File: config.mk
export PLATFORM = sky130hd
export DESIGN_NAME = branch_cache_tuning_lock
export DESIGN_NICKNAME = d
export VERILOG_FILES = /design/src/hw/cache_tune_pkg.sv /design/src/hw/slot_victim_picker.sv /design/src/hw/branch_cache_tuning_lock.sv
export VERILOG_INCLUDE_DIRS = /design/src /design/src/hw
export SDC_FILE = /design/constraint.sdc
export NUM_CORES = 1
export LEC_CHECK = 0
export BUFFER_PORTS_ARGS = -buffer_cell sky130_fd_sc_hd__buf_2
export CELL_PAD_IN_SITES_DETAIL_PLACEMENT = 1
export CELL_PAD_IN_SITES_GLOBAL_PLACEMENT = 1
export CORE_ASPECT_RATIO = 0.75
export CORE_MARGIN = 4
export CORE_UTILIZATION = 43
export DETAILED_ROUTE_END_ITERATION = 8
export PLACE_DENSITY_LB_ADDON = 0.1
export SLEW_MARGIN = 20
export SYNTH_ARGS = -nofsm -noshare
export SYNTH_HDL_FRONTEND = slang
export SYNTH_SLANG_ARGS = --single-unit
File: constraint.sdc
create_clock -name mclk -period 11.4 [get_ports mclk]
set_input_delay 0 -clock mclk [delete_from_list [all_inputs] [get_ports mclk]]
set_output_delay 0 -clock mclk [all_outputs]
set_load 0.02 [all_outputs]
File: src/hw/cache_tune_cfg.svh
/*
 * Named constants for the cache tuning, lock-stack and diagnostic block:
 * register offsets, field positions, reset values and widths.
 * Assumes it is included by bare name from hw/ and holds no logic.
 */
`ifndef CACHE_TUNE_CFG_SVH
`define CACHE_TUNE_CFG_SVH

// register offsets on the special-register port
`define OFS_FLASH_STATUS 8'h88
`define OFS_CACHE_TUNING 8'ha2
`define OFS_CACHE_LOCK_CONTROL 8'ha3
`define OFS_CACHE_MISS_ACC 8'h9a

// reset values
`define RST_FLASH_STATUS 8'h00
`define RST_CACHE_TUNING 8'h04
`define RST_CACHE_LOCK_CONTROL 8'h3e
`define RST_CACHE_MISS_ACC 8'h00

// cache_tuning fields
`define TUN_ALGO_BIT 3
`define TUN_FIX_BIT 2
`define TUN_THR_HI 1
`define TUN_THR_LO 0
`define TUN_LOWF_HI 7
`define TUN_LOWF_LO 4

// cache_lock_control fields
`define LCK_PUSH_BIT 7
`define LCK_POP_BIT 6
`define LCK_PTR_HI 5
`define LCK_PTR_LO 0

// cache_miss_accumulator fields
`define MA_OV_BIT 7
`define MA_HIGH_HI 6
`define MA_HIGH_LO 0

// flash_status fields
`define FS_BUSY_BIT 0

// accumulator geometry
`define ACC_W 12
`define ACC_MAX 12'hfff
`define ACC_HIGH_HI 11
`define ACC_HIGH_LO 5
`define ACC_LOWF_HI 4
`define ACC_LOWF_LO 1
`define ACC_CLR_BITS 5

// cache geometry and pointers
`define SLOT_W 6
`define SLOT_LAST 6'h3e
`define SLOT_ZERO 6'h00
`define SLOT_ONE 6'h01
`define PTR_UNLOCK_ALL 6'h00

// miss-cycle counter saturates above the largest threshold
`define MISS_CNT_W 3
`define MISS_CNT_SAT 3'h4
`define NV_ADDR_W 17

// pseudo-random generator seed and taps
`define LFSR_SEED 8'h5a
`define LFSR_TAPS 8'hb8

`endif

File: src/hw/cache_tune_pkg.sv
/*
 * Types shared by the cache tuning and lock-stack block.
 * Assumes the constants header is available in hw/.
 */
package cache_tune_pkg;

	// sweep direction of the rebound replacement order
	typedef enum logic [0:0] {
		SWEEP_UP = 1'b0,
		SWEEP_DOWN = 1'b1
	} sweep_t;

endpackage

File: src/hw/slot_victim_picker.sv
/*
 * Replacement slot picker: rebound sweep or pseudo-random choice,
 * confined to the unlocked slots at or below a limit.
 * Assumes a single clock and a synchronous active-high reset.
 */
`timescale 1ns/10ps
`include "cache_tune_cfg.svh"

module slot_victim_picker (
	input wire logic mclk,
	input wire logic sys_rst,
	input wire logic advance,
	input wire logic algoRandom,
	input wire logic [`SLOT_W-1:0] limit,
	output logic [`SLOT_W-1:0] victim
);

	cache_tune_pkg::sweep_t dir;
	cache_tune_pkg::sweep_t next_dir;
	logic [`SLOT_W-1:0] pos;
	logic [`SLOT_W-1:0] next_pos;
	logic [7:0] lfsr;
	logic [`SLOT_W-1:0] posClamped;
	logic [`SLOT_W-1:0] randSlot;

	////////////////////////////////////////////////////////////////////////
	// candidate slots
	assign posClamped = (pos > limit) ? limit : pos;
	assign randSlot = `SLOT_W'(lfsr[`SLOT_W-1:0] % ({1'b0, limit} + 7'd1));
	assign victim = algoRandom ? randSlot : posClamped;

	////////////////////////////////////////////////////////////////////////
	// rebound sweep: start to end, then end back to start
	always_comb begin
		next_dir = dir;
		next_pos = posClamped;
		unique case (dir)
			cache_tune_pkg::SWEEP_UP: begin
				if (posClamped >= limit) begin
					next_dir = cache_tune_pkg::SWEEP_DOWN;
					next_pos = (limit == `SLOT_ZERO) ? `SLOT_ZERO : limit - `SLOT_ONE;
				end else begin
					next_pos = posClamped + `SLOT_ONE;
				end
			end
			cache_tune_pkg::SWEEP_DOWN: begin
				if (posClamped == `SLOT_ZERO) begin
					next_dir = cache_tune_pkg::SWEEP_UP;
					next_pos = (limit == `SLOT_ZERO) ? `SLOT_ZERO : `SLOT_ONE;
				end else begin
					next_pos = posClamped - `SLOT_ONE;
				end
			end
		endcase
	end

	// sweep state moves only when a normal fill consumes a slot
	always_ff @(posedge mclk) begin
		if (sys_rst) begin
			dir <= cache_tune_pkg::SWEEP_UP;
			pos <= `SLOT_ZERO;
		end else if (advance && !algoRandom) begin
			dir <= next_dir;
			pos <= next_pos;
		end
	end

	// free-running generator for the pseudo-random choice
	always_ff @(posedge mclk) begin
		if (sys_rst) begin
			lfsr <= `LFSR_SEED;
		end else begin
			lfsr <= lfsr[0] ? ((lfsr >> 1) ^ `LFSR_TAPS) : (lfsr >> 1);
		end
	end

endmodule

File: src/hw/branch_cache_tuning_lock.sv
/*
 * Tuning, lock-stack and miss-penalty diagnostics for a small branch
 * target cache in front of program flash, reached over the special
 * register port.
 * Assumes the core signals misses, fills and flash activity
 * synchronously to mclk, and that software keeps the lock stack sane.
 */
`timescale 1ns/10ps
`include "cache_tune_cfg.svh"

module branch_cache_tuning_lock (
	input wire logic mclk,
	input wire logic sys_rst,
	input wire logic [7:0] sfrAddr,
	input wire logic sfrWrite,
	input wire logic sfrRead,
	input wire logic [7:0] sfrWdata,
	output logic [7:0] sfrRdata,
	input wire logic missStall,
	input wire logic instrFill,
	input wire logic tableFill,
	input wire logic cacheWriteAllow,
	input wire logic nvBusy,
	input wire logic nvChange,
	input wire logic [`NV_ADDR_W-1:0] nvChangeAddr,
	output logic fillWrite,
	output logic [`SLOT_W-1:0] fillSlot,
	output logic fillPush,
	output logic invalidate,
	output logic [`NV_ADDR_W-1:0] invalidateAddr
);

	////////////////////////////////////////////////////////////////////////
	// state
	logic replaceAlgoSelect;
	logic tableReadFixedSlot;
	logic [1:0] missThreshold;
	logic lockPushEnable;
	logic [`SLOT_W-1:0] lockSlotPointer;
	logic [`ACC_W-1:0] missAcc;
	logic missAccOverflow;
	logic [3:0] missAccLowField;
	logic [`MISS_CNT_W-1:0] missCycles;

	logic [`ACC_W-1:0] next_missAcc;
	logic next_missAccOverflow;
	logic [`SLOT_W-1:0] next_lockSlotPointer;
	logic [`MISS_CNT_W-1:0] next_missCycles;

	////////////////////////////////////////////////////////////////////////
	// register decode
	wire selStatus = (sfrAddr == `OFS_FLASH_STATUS);
	wire selTuning = (sfrAddr == `OFS_CACHE_TUNING);
	wire selLock = (sfrAddr == `OFS_CACHE_LOCK_CONTROL);
	wire selAcc = (sfrAddr == `OFS_CACHE_MISS_ACC);
	wire wrTuning = sfrWrite && selTuning;
	wire wrLock = sfrWrite && selLock;
	wire wrAcc = sfrWrite && selAcc;
	wire rdAcc = sfrRead && selAcc;
	wire popReq = wrLock && sfrWdata[`LCK_POP_BIT];

	// reset images, sliced per field so no bits are dropped silently
	wire [7:0] rstTuning = `RST_CACHE_TUNING;
	wire [7:0] rstLock = `RST_CACHE_LOCK_CONTROL;

	////////////////////////////////////////////////////////////////////////
	// lock stack and fill decisions
	wire allUnlocked = (lockSlotPointer == `PTR_UNLOCK_ALL);
	wire [`SLOT_W-1:0] freeLimit = allUnlocked ? `SLOT_LAST : lockSlotPointer;
	wire pushNow = tableFill && lockPushEnable;
	wire missWorth = ({1'b0, missThreshold} < missCycles);
	wire instrTake = instrFill && cacheWriteAllow && missWorth;
	wire tableTake = tableFill && !lockPushEnable && cacheWriteAllow;
	wire normalTake = instrTake || (tableTake && !tableReadFixedSlot);
	wire [`SLOT_W-1:0] victim;

	// selected slot for the next write into cache memory
	wire [`SLOT_W-1:0] chosenSlot = pushNow ? lockSlotPointer :
		(tableTake && tableReadFixedSlot) ? `SLOT_ZERO : victim;

	slot_victim_picker picker (
		.mclk(mclk),
		.sys_rst(sys_rst),
		.advance(normalTake),
		.algoRandom(replaceAlgoSelect),
		.limit(freeLimit),
		.victim(victim)
	);

	// push decrements, pop increments; both together cancel
	always_comb begin
		next_lockSlotPointer = lockSlotPointer;
		if (pushNow && !popReq) begin
			next_lockSlotPointer = lockSlotPointer - `SLOT_ONE;
		end else if (popReq && !pushNow) begin
			next_lockSlotPointer = lockSlotPointer + `SLOT_ONE;
		end
	end

	////////////////////////////////////////////////////////////////////////
	// stall cycles of the current miss, saturating above the threshold
	always_comb begin
		next_missCycles = missCycles;
		if (instrFill || tableFill) begin
			next_missCycles = '0;
		end else if (missStall && missCycles != `MISS_CNT_SAT) begin
			next_missCycles = missCycles + `MISS_CNT_W'(1);
		end
	end

	////////////////////////////////////////////////////////////////////////
	// miss-penalty accumulator
	wire accWrap = missStall && (missAcc == `ACC_MAX);

	always_comb begin
		next_missAcc = missAcc;
		next_missAccOverflow = missAccOverflow;
		if (wrAcc) begin
			next_missAcc = {sfrWdata[`MA_HIGH_HI:`MA_HIGH_LO], `ACC_CLR_BITS'(0)};
			next_missAccOverflow = 1'b0;
		end else if (missStall) begin
			next_missAcc = missAcc + `ACC_W'(1);
			next_missAccOverflow = missAccOverflow || accWrap;
		end
	end

	////////////////////////////////////////////////////////////////////////
	// read data
	wire [7:0] rdStatus = {7'h00, nvBusy};
	wire [7:0] rdTuning = {missAccLowField, replaceAlgoSelect, tableReadFixedSlot,
		missThreshold};
	wire [7:0] rdLock = {lockPushEnable, 1'b0, lockSlotPointer};
	wire [7:0] rdAcc8 = {missAccOverflow, missAcc[`ACC_HIGH_HI:`ACC_HIGH_LO]};
	wire [7:0] rdMux = selStatus ? rdStatus :
		selTuning ? rdTuning :
		selLock ? rdLock :
		selAcc ? rdAcc8 : 8'h00;

	////////////////////////////////////////////////////////////////////////
	// control registers
	always_ff @(posedge mclk) begin
		if (sys_rst) begin
			replaceAlgoSelect <= rstTuning[`TUN_ALGO_BIT];
			tableReadFixedSlot <= rstTuning[`TUN_FIX_BIT];
			missThreshold <= rstTuning[`TUN_THR_HI:`TUN_THR_LO];
		end else if (wrTuning) begin
			replaceAlgoSelect <= sfrWdata[`TUN_ALGO_BIT];
			tableReadFixedSlot <= sfrWdata[`TUN_FIX_BIT];
			missThreshold <= sfrWdata[`TUN_THR_HI:`TUN_THR_LO];
		end
	end

	// lock stack registers
	always_ff @(posedge mclk) begin
		if (sys_rst) begin
			lockPushEnable <= rstLock[`LCK_PUSH_BIT];
			lockSlotPointer <= rstLock[`LCK_PTR_HI:`LCK_PTR_LO];
		end else begin
			if (wrLock) begin
				lockPushEnable <= sfrWdata[`LCK_PUSH_BIT];
			end
			lockSlotPointer <= next_lockSlotPointer;
		end
	end

	// accumulator, overflow flag and latched low field
	always_ff @(posedge mclk) begin
		if (sys_rst) begin
			missAcc <= {`ACC_W{1'b0}};
			missAccOverflow <= 1'b0;
			missAccLowField <= 4'h0;
			missCycles <= '0;
		end else begin
			missAcc <= next_missAcc;
			missAccOverflow <= next_missAccOverflow;
			missCycles <= next_missCycles;
			if (rdAcc) begin
				missAccLowField <= missAcc[`ACC_LOWF_HI:`ACC_LOWF_LO];
			end
		end
	end

	////////////////////////////////////////////////////////////////////////
	// registered outputs: read data, cache writes, invalidation
	always_ff @(posedge mclk) begin
		if (sys_rst) begin
			sfrRdata <= 8'h00;
			fillWrite <= 1'b0;
			fillSlot <= `SLOT_ZERO;
			fillPush <= 1'b0;
			invalidate <= 1'b0;
			invalidateAddr <= '0;
		end else begin
			sfrRdata <= sfrRead ? rdMux : sfrRdata;
			fillWrite <= pushNow || instrTake || tableTake;
			fillSlot <= chosenSlot;
			fillPush <= pushNow;
			invalidate <= nvChange;
			invalidateAddr <= nvChange ? nvChangeAddr : invalidateAddr;
		end
	end

endmodule

==> results.yml, run 1 <==
status:
  outcome: "completed"
detailed_routing:
  routed_wl_mm: 18.08
  vias: 5447
  drt-wirelength-per-cell_um: 18.60
  drtPass1Iterations: 5
  wl_met3_um: 694
  drc_errors: 0
  vias_per_cell: 5.604
  wl_met2_mm: 8.238
  wl_met1_mm: 8.892
  antenna_left: 0
  top_layer: "met4"
  drtIter0Drc: 379
global_routing:
  grt_pass1_vias: 5580
  grt_pass1_wl_mm: 29.27
  grt_max_degree: 71
  grt-ovfl-total: 0
  antenna_found_initial: 0
  track_usage_pct: 24.26
finish:
  seqCellArea_sq_um: 1602
  multiInputGateArea_sq_um: 3791
  final_nets: 894
  area_growth_pct: 20.38
  antennaDiodeCount: 0
  finalInstanceArea_sq_um: 6829
  final_util_pct: 52.64
  final_cells: 972
  drive_above_1_share_pct: 15.98
  nFillCells: 1595
clock_network:
  clkSinkCount: 80
  clk_pin_slew_ps: 70
  post_cts_buffers: 0
  clock-root-buffer: "clkbuf_16"
  clk_latency_ps: 340
  numCtsBuffers: 9
  clock_path_buffers: 2
  cts_tree: "built"
  htreeDepth: 3
timing:
  final_hold_viol_count: 0
  final-setup-viol-count: 0
  fin_crit_ps: 10550
  fmax_mhz: 94.78
  worstMarginPinSlew_ps: 897.6
  finalSetupTns_ps: 0
  timing.final.crit_share_pct: 92.55
  rsz0062_at_grt: "no"
  skew_ps: 7.944
  drv_slew: 0
  slew-limit-headroom_pct: 39.32
yosys:
  synthTopCellsByCount: "nor2_1, dfxtp_1, ha_1"
  netlist_top_cells_area: "dfxtp_1, ha_1, nor2_1, mux2i_1, a21oi_1"
  ys.warnings.count: 0
  synthDistinctLibCells: 62
  synth-edff-count: 0
  ys_ff_latch: 80
  syn_area_sq_um: 5673
  ys_seq_area_share_pct: 28.23
  avgSynthCellArea_sq_um: 7.968
  synth_most_common_cell: "nor2_1"
  synthCells: 712
  yosys.area.top_type: "dfxtp_1"
  syn_nets: 810
  synth_top_area_share_pct: 28.23
  synth-main-ff-cell: "dfxtp_1"
  async_reset_ff_share_pct: 0
floorplanning:
  initial_core_util_pct: 43.73
  dieArea_sq_um: 15110
  num_rows: 36
  io_pins: 77
  die_w_um: 140.6
  die-height_um: 107.5
  core-area_sq_um: 12970
worst_setup_path:
  worstReg2RegEnd: "fillSlot[5]$_SDFF_PP0_"
  arrival_ps: 10790
  r2r_cells: 42
  worst_setup_path_end_kind: "register"
  reg2reg_from: "lockSlotPointer[2]$_SDFFE_PP1P_"
  crit_top_cell: "o21a_1"
  slowest_delay_ps: 480
  cp.depth: 42
  regToRegSetupSlack_ps: 850
  cp_num_buf_inv: 3
  cp_max_fo: 17
  start_kind: "register"
  critPathTopFamily: "compound AO/OA/AOI/OAI gates"
  cp.required_ps: 11640
  worst_path_max_delay_cell: "dfxtp_1"
  critPathLaunch: "lockSlotPointer[2]$_SDFFE_PP1P_"
  cp-endpoint: "fillSlot[5]$_SDFF_PP0_"
  critPathKind: "register to register"
pwr:
  ir_drop_v: 0.00008482
  p_leak_uw: 0.003138
  p_per_area_nw_per_um2: 108.0
placement:
  portBuffers: 76
  dp.cells: 927
  placed_area_sq_um: 6180
  hpwl_mm: 13.39
  gp_routability_congestion: 0.9472
job:
  cap_violations: 0
min_path:
  min_path_cells: 3
  hold_path_class: "input pin to register"
==> logic make-up (layout without fill, tap and decap cells) <==
kind of cell,count (synthesis),in the layout,synth area share (%)
compound gates,162,162,18.84
xor+xnor,39,39,6.021
fa+ha+maj,55,55,12.40
buf+inv,77,166,5.271
flops,80,80,28.23
mux,49,49,9.087
other cells,1,1,0.06610
simple gates,249,249,20.09
==> per-layer routing <==
metal | GRT usage, % | up-vias
met3 | 4.130 | 19
met4 | 5.947 | 0
met1 | 33.42 | 2637
li1 | - | 2682
met2 | 39.65 | 109
met5 | 0 | -
==> where the power goes <==
part | internal [uW] | switching, uW
Clock | 216 | 124
Sequential | 288 | 6.97
Combinational | 45.8 | 57.6
Total | 549 | 188
==> timing repair <==
item,in CTS,in global routing
hold buffers,29,0
endpoints found under the hold margin,35,0
endpoints found under the setup margin,0,6
resized for setup,0,3
==> how the worst min path moves through the flow <==
stage / start / end / slack, ps
2_1_floorplan: cacheWriteAllow / fillWrite$_SDFF_PP0_ / 140
3_3_place_gp: nvChangeAddr[5] / invalidateAddr[5]$_SDFFE_PP0P_ / 230
3_5_place_dp: nvChangeAddr[0] / invalidateAddr[0]$_SDFFE_PP0P_ / 250
4_1_cts: missStall / missAcc[1]$_SDFFE_PP0P_ / 60
5_1_grt: missStall / missAcc[0]$_SDFFE_PP0P_ / 80
6_report: missStall / missAcc[1]$_SDFFE_PP0P_ / 70
==> flip-flops by register name, summed over array words and instances, names as in the netlist, 2 cells and up <==
signal	count
sfrRdata	8
picker.lfsr	8
missAcc	12
missCycles	3
fillSlot	6
lockSlotPointer	6
invalidateAddr	17
missThreshold	2
missAccLowField	4
picker.pos	6
==> stage by stage <==
| stage | hold slack [ps] | total power [uW] | setup slack, ps |
|---|---|---|---|
| 2_1_floorplan | 140.5 | 363.5 | 1857 |
| 3_3_place_gp | 232.8 | 390.0 | 1177 |
| 3_5_place_dp | 247.1 | 394.9 | 614.5 |
| 4_1_cts | 56.93 | 743.1 | 556.5 |
| 5_1_grt | 78.56 | 767.4 | 81.70 |
| 6_report | 69.55 | 737.6 | 849.4 |
==> cells in the final DEF (no fill, tap or decap), types with 12 or more instances in the layout <==
master and count:
nor2_1 113, o21ai_0 29, xor2_1 18, inv_1 35
mux2_2 12, xnor2_1 21, nor3_1 23, a211oi_1 12
nand3_1 18, o21a_1 16, nand2_1 43, a21oi_1 44
mux2i_1 35, ha_1 53, dfxtp_1 80, dlygate4sd3_1 29
buf_2 76
==> worst reg2reg max path: cells and delay by family (launching register included) <==
kind            cells  cell delay [ps]
compound gates     22             4980
fa+ha+maj           7             2220
simple gates        7             1420
mux                 3              920
flops               1              480
buf+inv             3              440
==> final cells by class <==
| type | count | area share (%) |
|---|---|---|
| multi-input combinational | 555 | 55.51 |
| sequential | 80 | 23.45 |
| timing repair buffer | 115 | 10.92 |
| clock buffer | 10 | 3.353 |
| tap | 171 | 3.133 |
| inverter | 35 | 1.924 |
| clock inverter | 6 | 1.704 |
No activity file was read; power rests on OpenSTA's default activity.
==> inputs of run 2 (changes only) <==
--- a/config.mk
+++ b/config.mk
@@ -10,7 +10,7 @@
 export CELL_PAD_IN_SITES_DETAIL_PLACEMENT = 1
 export CELL_PAD_IN_SITES_GLOBAL_PLACEMENT = 1
 export CORE_ASPECT_RATIO = 0.75
-export CORE_MARGIN = 4
+export CORE_MARGIN = 3
 export CORE_UTILIZATION = 43
 export DETAILED_ROUTE_END_ITERATION = 8
 export PLACE_DENSITY_LB_ADDON = 0.1
==> constraint.sdc (replaced) <==
create_clock -name mclk -period 10.8 [get_ports mclk]
set_input_delay 0 -clock mclk [delete_from_list [all_inputs] [get_ports mclk]]
set_output_delay 0 -clock mclk [all_outputs]
set_load 0.02 [all_outputs]
==> run 2 against run 1 <==
  * First-iteration DRC count is 19% lower
  * Largest power group unchanged
  * Global-route usage grew 1.1 points
  * Sequential share of layout area barely moved
  * Register-to-register slack worse by 150 ps
  * Final cell count shrank 0.41%
  * Clock-buffer cell count stayed put
  * Wire length up 2.1%
  * Clock power down 2%
  * Die area decreased by 3.3%
==> results.yml, run 2 (synthesized netlist as in run 1, its figures left out) <==
worst_setup_path:
  cp.required_ps: 11040
  critPathKind: "register to register"
  start_kind: "register"
  worst_path_max_delay_cell: "a222oi_1"
  slowest_delay_ps: 400
  crit_top_cell: "o21a_1"
  regToRegSetupSlack_ps: 690
  arrival_ps: 10340
  cp_max_fo: 12
  worst_setup_path_end_kind: "register"
  r2r_cells: 42
timing:
  drv_slew: 0
  rsz0062_at_grt: "no"
  fmax_mhz: 98.96
  slew-limit-headroom_pct: 33.26
  fin_crit_ps: 10110
  final-setup-viol-count: 0
  worstMarginPinSlew_ps: 987.3
  timing.final.crit_share_pct: 93.57
  whs_ps: 53.25
  finalSetupTns_ps: 0
  final_hold_viol_count: 0
  skew_ps: 7.076
clock_network:
  clock-root-buffer: "clkbuf_16"
  clock_path_buffers: 2
  numCtsBuffers: 9
  clkSinkCount: 80
  htreeDepth: 3
  cts_tree: "built"
  clk_latency_ps: 340
  clk_pin_slew_ps: 60
finish:
  most-common-layout-cells: "nor2_1, dfxtp_1, buf_2, ha_1, a21oi_1"
  final_common_cell: "nor2_1"
  final_nets: 895
  nFillCells: 1527
  reg.largest.list: "invalidateAddr x17, missAcc x12"
  area_growth_pct: 20.56
  antennaDiodeCount: 0
  drive_above_1_share_pct: 16.96
  final_util_pct: 54.42
  largest_reg_flops: 17
  top_register: "invalidateAddr"
status:
  outcome: "completed"
detailed_routing:
  drc_errors: 0
  routed_wl_mm: 18.46
  vias: 5568
  drtPass1Iterations: 6
  drtIter0Drc: 308
  antenna_left: 0
  drt-wirelength-per-cell_um: 19.07
  vias_per_cell: 5.752
min_path:
  hold_path_class: "input pin to register"
  min_path_cells: 3
placement:
  hpwl_mm: 13.42
  gp_routability_congestion: 0.8855
  portBuffers: 76
global_routing:
  grt_pass1_wl_mm: 30.50
  antenna_found_initial: 0
  grt-ovfl-total: 0
  track_usage_pct: 25.38
  grt_pass1_vias: 5733
  grt_max_degree: 71
job:
  cap_violations: 0
floorplanning:
  die-height_um: 105.5
  dieArea_sq_um: 14620
  initial_core_util_pct: 45.14
  die_w_um: 138.6
  num_rows: 35
  io_pins: 77
  core-area_sq_um: 12570
pwr:
  ir_drop_v: 0.00006814
  p_per_area_nw_per_um2: 110.3
  p_leak_uw: 0.003125
[run 2: final timing paths]
path,start,end
worst max-delay path,lockSlotPointer[2]$_SDFFE_PP1P_,fillSlot[4]$_SDFF_PP0_
worst min-delay path,instrFill,missCycles[1]$_SDFFE_PP0P_
worst max register to register,lockSlotPointer[2]$_SDFFE_PP1P_,fillSlot[4]$_SDFF_PP0_
worst min register to register,picker.lfsr[7]$_SDFF_PP0_,picker.lfsr[6]$_SDFF_PP1_
[run 2: what timing repair did]
| item | 4_1_cts | 5_1_grt |
|---|---|---|
| resized for setup | 0 | 12 |
| hold buffers | 28 | 0 |
| setup buffers | 0 | 1 |
| endpoints found under the hold margin | 29 | 0 |
| setup endpoints to repair | 0 | 6 |
[run 2: routing by layer]
layer / vias up / track usage (%) / part of all wire (%)
met1: 2720 / 36.03 / 49
met5: - / 0 / 0
met2: 136 / 41.40 / 46
met3: 23 / 3.673 / 4.2
li1: 2689 / - / -
met4: 0 / 4.958 / 0.98
[run 2: final cells by class]
| class | count | area, sq um | share of cell area [%] |
|---|---|---|---|
| multi-input cells | 555 | 3827 | 55.96 |
| inverters | 35 | 131.4 | 1.921 |
| clock inverters | 6 | 90.09 | 1.317 |
| repair buffers | 116 | 750.7 | 10.98 |
| clock buffers | 10 | 229.0 | 3.348 |
| flip-flops and latches | 80 | 1603 | 23.44 |
| well taps | 166 | 207.7 | 3.037 |
[run 2: power by group]
part | switching, uW | internal (uW) | leakage (uW) | total, uW
Sequential | 7.52 | 304 | 0.000652 | 311
Combinational | 61.4 | 48.6 | 0.00232 | 110
Clock | 129 | 204 | 0.000153 | 333
Total | 198 | 556 | 0.00313 | 754
[run 2: metrics by stage]
step / setup slack (ps) / total power (uW) / area, sq um / cells
final: 694.5 / 754.2 / 6839 / 968
after global routing: 64.25 / 784.4 / 6839 / 968
after CTS: 178.8 / 757.5 / 6780 / 967
after detailed placement: 275.9 / 416.5 / 6181 / 923
after global placement: 863.5 / 411.8 / 6181 / 923
after floorplan: 1257 / 383.7 / 5673 / 712
[run 2: critical path: cells and delay by family (launching register included)]
kind            cells  cell delay [ps]
compound gates     22             4560
fa+ha+maj           7             2250
buf+inv             3              540
flops               1              310
mux                 4             1220
simple gates        6             1120
==> inputs of run 3 (changes only) <==
--- a/config.mk
+++ b/config.mk
@@ -13,6 +13,7 @@
 export CORE_MARGIN = 3
 export CORE_UTILIZATION = 43
 export DETAILED_ROUTE_END_ITERATION = 8
+export GPL_TIMING_DRIVEN = 0
 export PLACE_DENSITY_LB_ADDON = 0.1
 export SLEW_MARGIN = 20
 export SYNTH_ARGS = -nofsm -noshare
==> run 3 against run 2 <==
  * Clock-buffer cell count down 1
  * First-iteration DRC count grew 31%
  * Worst hold slack got worse by 8.0 ps
  * Total power shrank 0.53%
  * Via count grew 2.9%
  * Register-to-register slack got worse by 270 ps
  * Final area increased by 1.3%
  * Die area stayed put
  * Critical path depth rose by 1
==> results.yml, run 3 (synthesized netlist as in run 1, its figures left out) <==
timing:
  drv_slew: 0
  skew_ps: 11.16
  fmax_mhz: 96.40
  worstMarginPinSlew_ps: 970.8
  final-setup-viol-count: 0
  final_hold_viol_count: 0
  slew-limit-headroom_pct: 35.28
  fin_crit_ps: 10370
  timing.final.crit_share_pct: 96.05
  finalSetupTns_ps: 0
detailed_routing:
  antenna_left: 0
  vias_per_cell: 5.753
  drt-wirelength-per-cell_um: 19.26
  vias: 5730
  routed_wl_mm: 19.18
  drc_errors: 0
  drtIter0Drc: 402
  drtPass1Iterations: 5
worst_setup_path:
  crit_top_cell: "o21a_1"
  critPathTopFamily: "compound AO/OA/AOI/OAI gates"
  cp_num_buf_inv: 3
  worstReg2RegEnd: "fillSlot[5]$_SDFF_PP0_"
  r2r_cells: 43
  slowest_delay_ps: 430
  worst_setup_path_end_kind: "register"
  cp.required_ps: 11040
  reg2reg_from: "lockSlotPointer[2]$_SDFFE_PP1P_"
  arrival_ps: 10610
  critPathKind: "register to register"
  worst_path_max_delay_cell: "or3_4"
  regToRegSetupSlack_ps: 430
  start_kind: "register"
  cp_max_fo: 11
finish:
  most-common-layout-cells: "nor2_1, dfxtp_1, buf_2, ha_1, a21oi_1"
  reg.largest.list: "invalidateAddr x17, missAcc x12"
  top_register: "invalidateAddr"
  final_nets: 923
  seqCellArea_sq_um: 1602
  area_growth_pct: 22.17
  nFillCells: 1569
  antennaDiodeCount: 0
  multiInputGateArea_sq_um: 3854
  final_cells: 996
  drive_above_1_share_pct: 16.14
  largest_reg_flops: 17
  final_common_cell: "nor2_1"
global_routing:
  track_usage_pct: 25.98
  grt_pass1_wl_mm: 30.95
  use_met3_pct: 4.399
  grt_max_degree: 20
  use_met1_pct: 37.09
  grt-ovfl-total: 0
  grt.busiest_layer: "met2"
  antenna_found_initial: 0
  grt_pass1_vias: 5799
  use_met2_pct: 41.50
pwr:
  power_uw: 750.2
  ir_drop_v: 0.00007454
  p_per_area_nw_per_um2: 108.2
  p_leak_uw: 0.003120
status:
  outcome: "completed"
min_path:
  hold-path-endpoint: "missAccLowField[0]$_SDFFE_PP0P_"
  min_path_cells: 3
  hold_path_class: "input pin to register"
  min_from: "sfrRead"
floorplanning:
  io_pins: 77
  die-height_um: 105.5
  dieArea_sq_um: 14620
  num_rows: 35
  die_w_um: 138.6
  initial_core_util_pct: 45.14
  core-area_sq_um: 12570
clock_network:
  clkSinkCount: 80
  htreeDepth: 3
  clock-root-buffer: "clkbuf_16"
  numCtsBuffers: 9
  clk_pin_slew_ps: 70
  clock_path_buffers: 2
  clk_latency_ps: 340
  cts_tree: "built"
placement:
  hpwl_mm: 14.26
  gp_routability_congestion: 0.9841
  portBuffers: 74
  dp.cells: 952
job:
  cap_violations: 0
-- run 3: cell count changes in the layout (fill, tap and decap cells not counted), moves of 2 or more --
| cell | previous run | this run |
|---|---|---|
| clkbuf_1 | 1 | 33 |
| buf_4 | 12 | 4 |
| buf_1 | 0 | 2 |
| clkbuf_2 | 0 | 2 |
-- run 3: metal layers --
layer | routed length (um) | up-vias | part of all wire [%]
li1 | - | 2747 | -
met1 | 9308 | 2793 | 49
met2 | 8623 | 161 | 45
met3 | 966 | 29 | 5.0
met4 | 280 | 0 | 1.5
met5 | 0 | - | 0
-- run 3: where the power goes --
| group | internal, uW | leakage [uW] | switching, uW |
|---|---|---|---|
| logic | 50.2 | 0.00232 | 65.3 |
| clock network | 183 | 0.000145 | 142 |
| registers | 304 | 0.000652 | 5.97 |
| total | 537 | 0.00312 | 213 |
-- run 3: final cells by class --
class | count | share of cell area [%]
multi-input combinational | 555 | 55.61
sequential | 80 | 23.11
timing repair buffer | 104 | 9.569
clock buffer | 9 | 3.250
tap | 166 | 2.997
buffer | 40 | 2.383
inverter | 35 | 1.896
clock inverter | 7 | 1.192
-- run 3: worst register-to-register path: cells and delay by family, from the launching register on --
kind	cells	cell delay, ps
simple gates	8	1380
flops	1	400
fa+ha+maj	7	2230
compound gates	22	5010
mux	3	870
buf+inv	3	360
-- run 3: what timing repair did --
item / 4_1_cts / 5_1_grt
setup buffers: 2 / 1
hold buffers: 27 / 0
gates resized for setup: 10 / 13
endpoints found under the setup margin: 6 / 6
pin swaps: 1 / 2
hold endpoints to repair: 28 / 0
-- run 3: worst max path at each step --
stage	start	endpoint	slack (ps)	cells after the start
after floorplan	lockSlotPointer[4]$_SDFFE_PP1P_	fillSlot[4]$_SDFF_PP0_	1260	43
after global placement	lockSlotPointer[0]$_SDFFE_PP0P_	fillSlot[5]$_SDFF_PP0_	-520	43
after detailed placement	lockSlotPointer[0]$_SDFFE_PP0P_	fillSlot[4]$_SDFF_PP0_	-1050	44
after CTS	lockSlotPointer[2]$_SDFFE_PP1P_	fillSlot[4]$_SDFF_PP0_	50	44
after global routing	lockSlotPointer[2]$_SDFFE_PP1P_	fillSlot[5]$_SDFF_PP0_	-30	43
final	lockSlotPointer[2]$_SDFFE_PP1P_	fillSlot[5]$_SDFF_PP0_	430	43
-- run 3: through the flow --
step	utilization, %	hold slack (ps)	cell area (sq um)	setup slack (ps)
final	55.14	45.23	6930	426.4
after global routing	55.14	57.95	6930	-28.77
after CTS	54.71	40.05	6877	53.37
after detailed placement	49.74	247.9	6251	-1053
after global placement	49.74	238.7	6251	-518.8
after floorplan	-	140.5	5673	1257
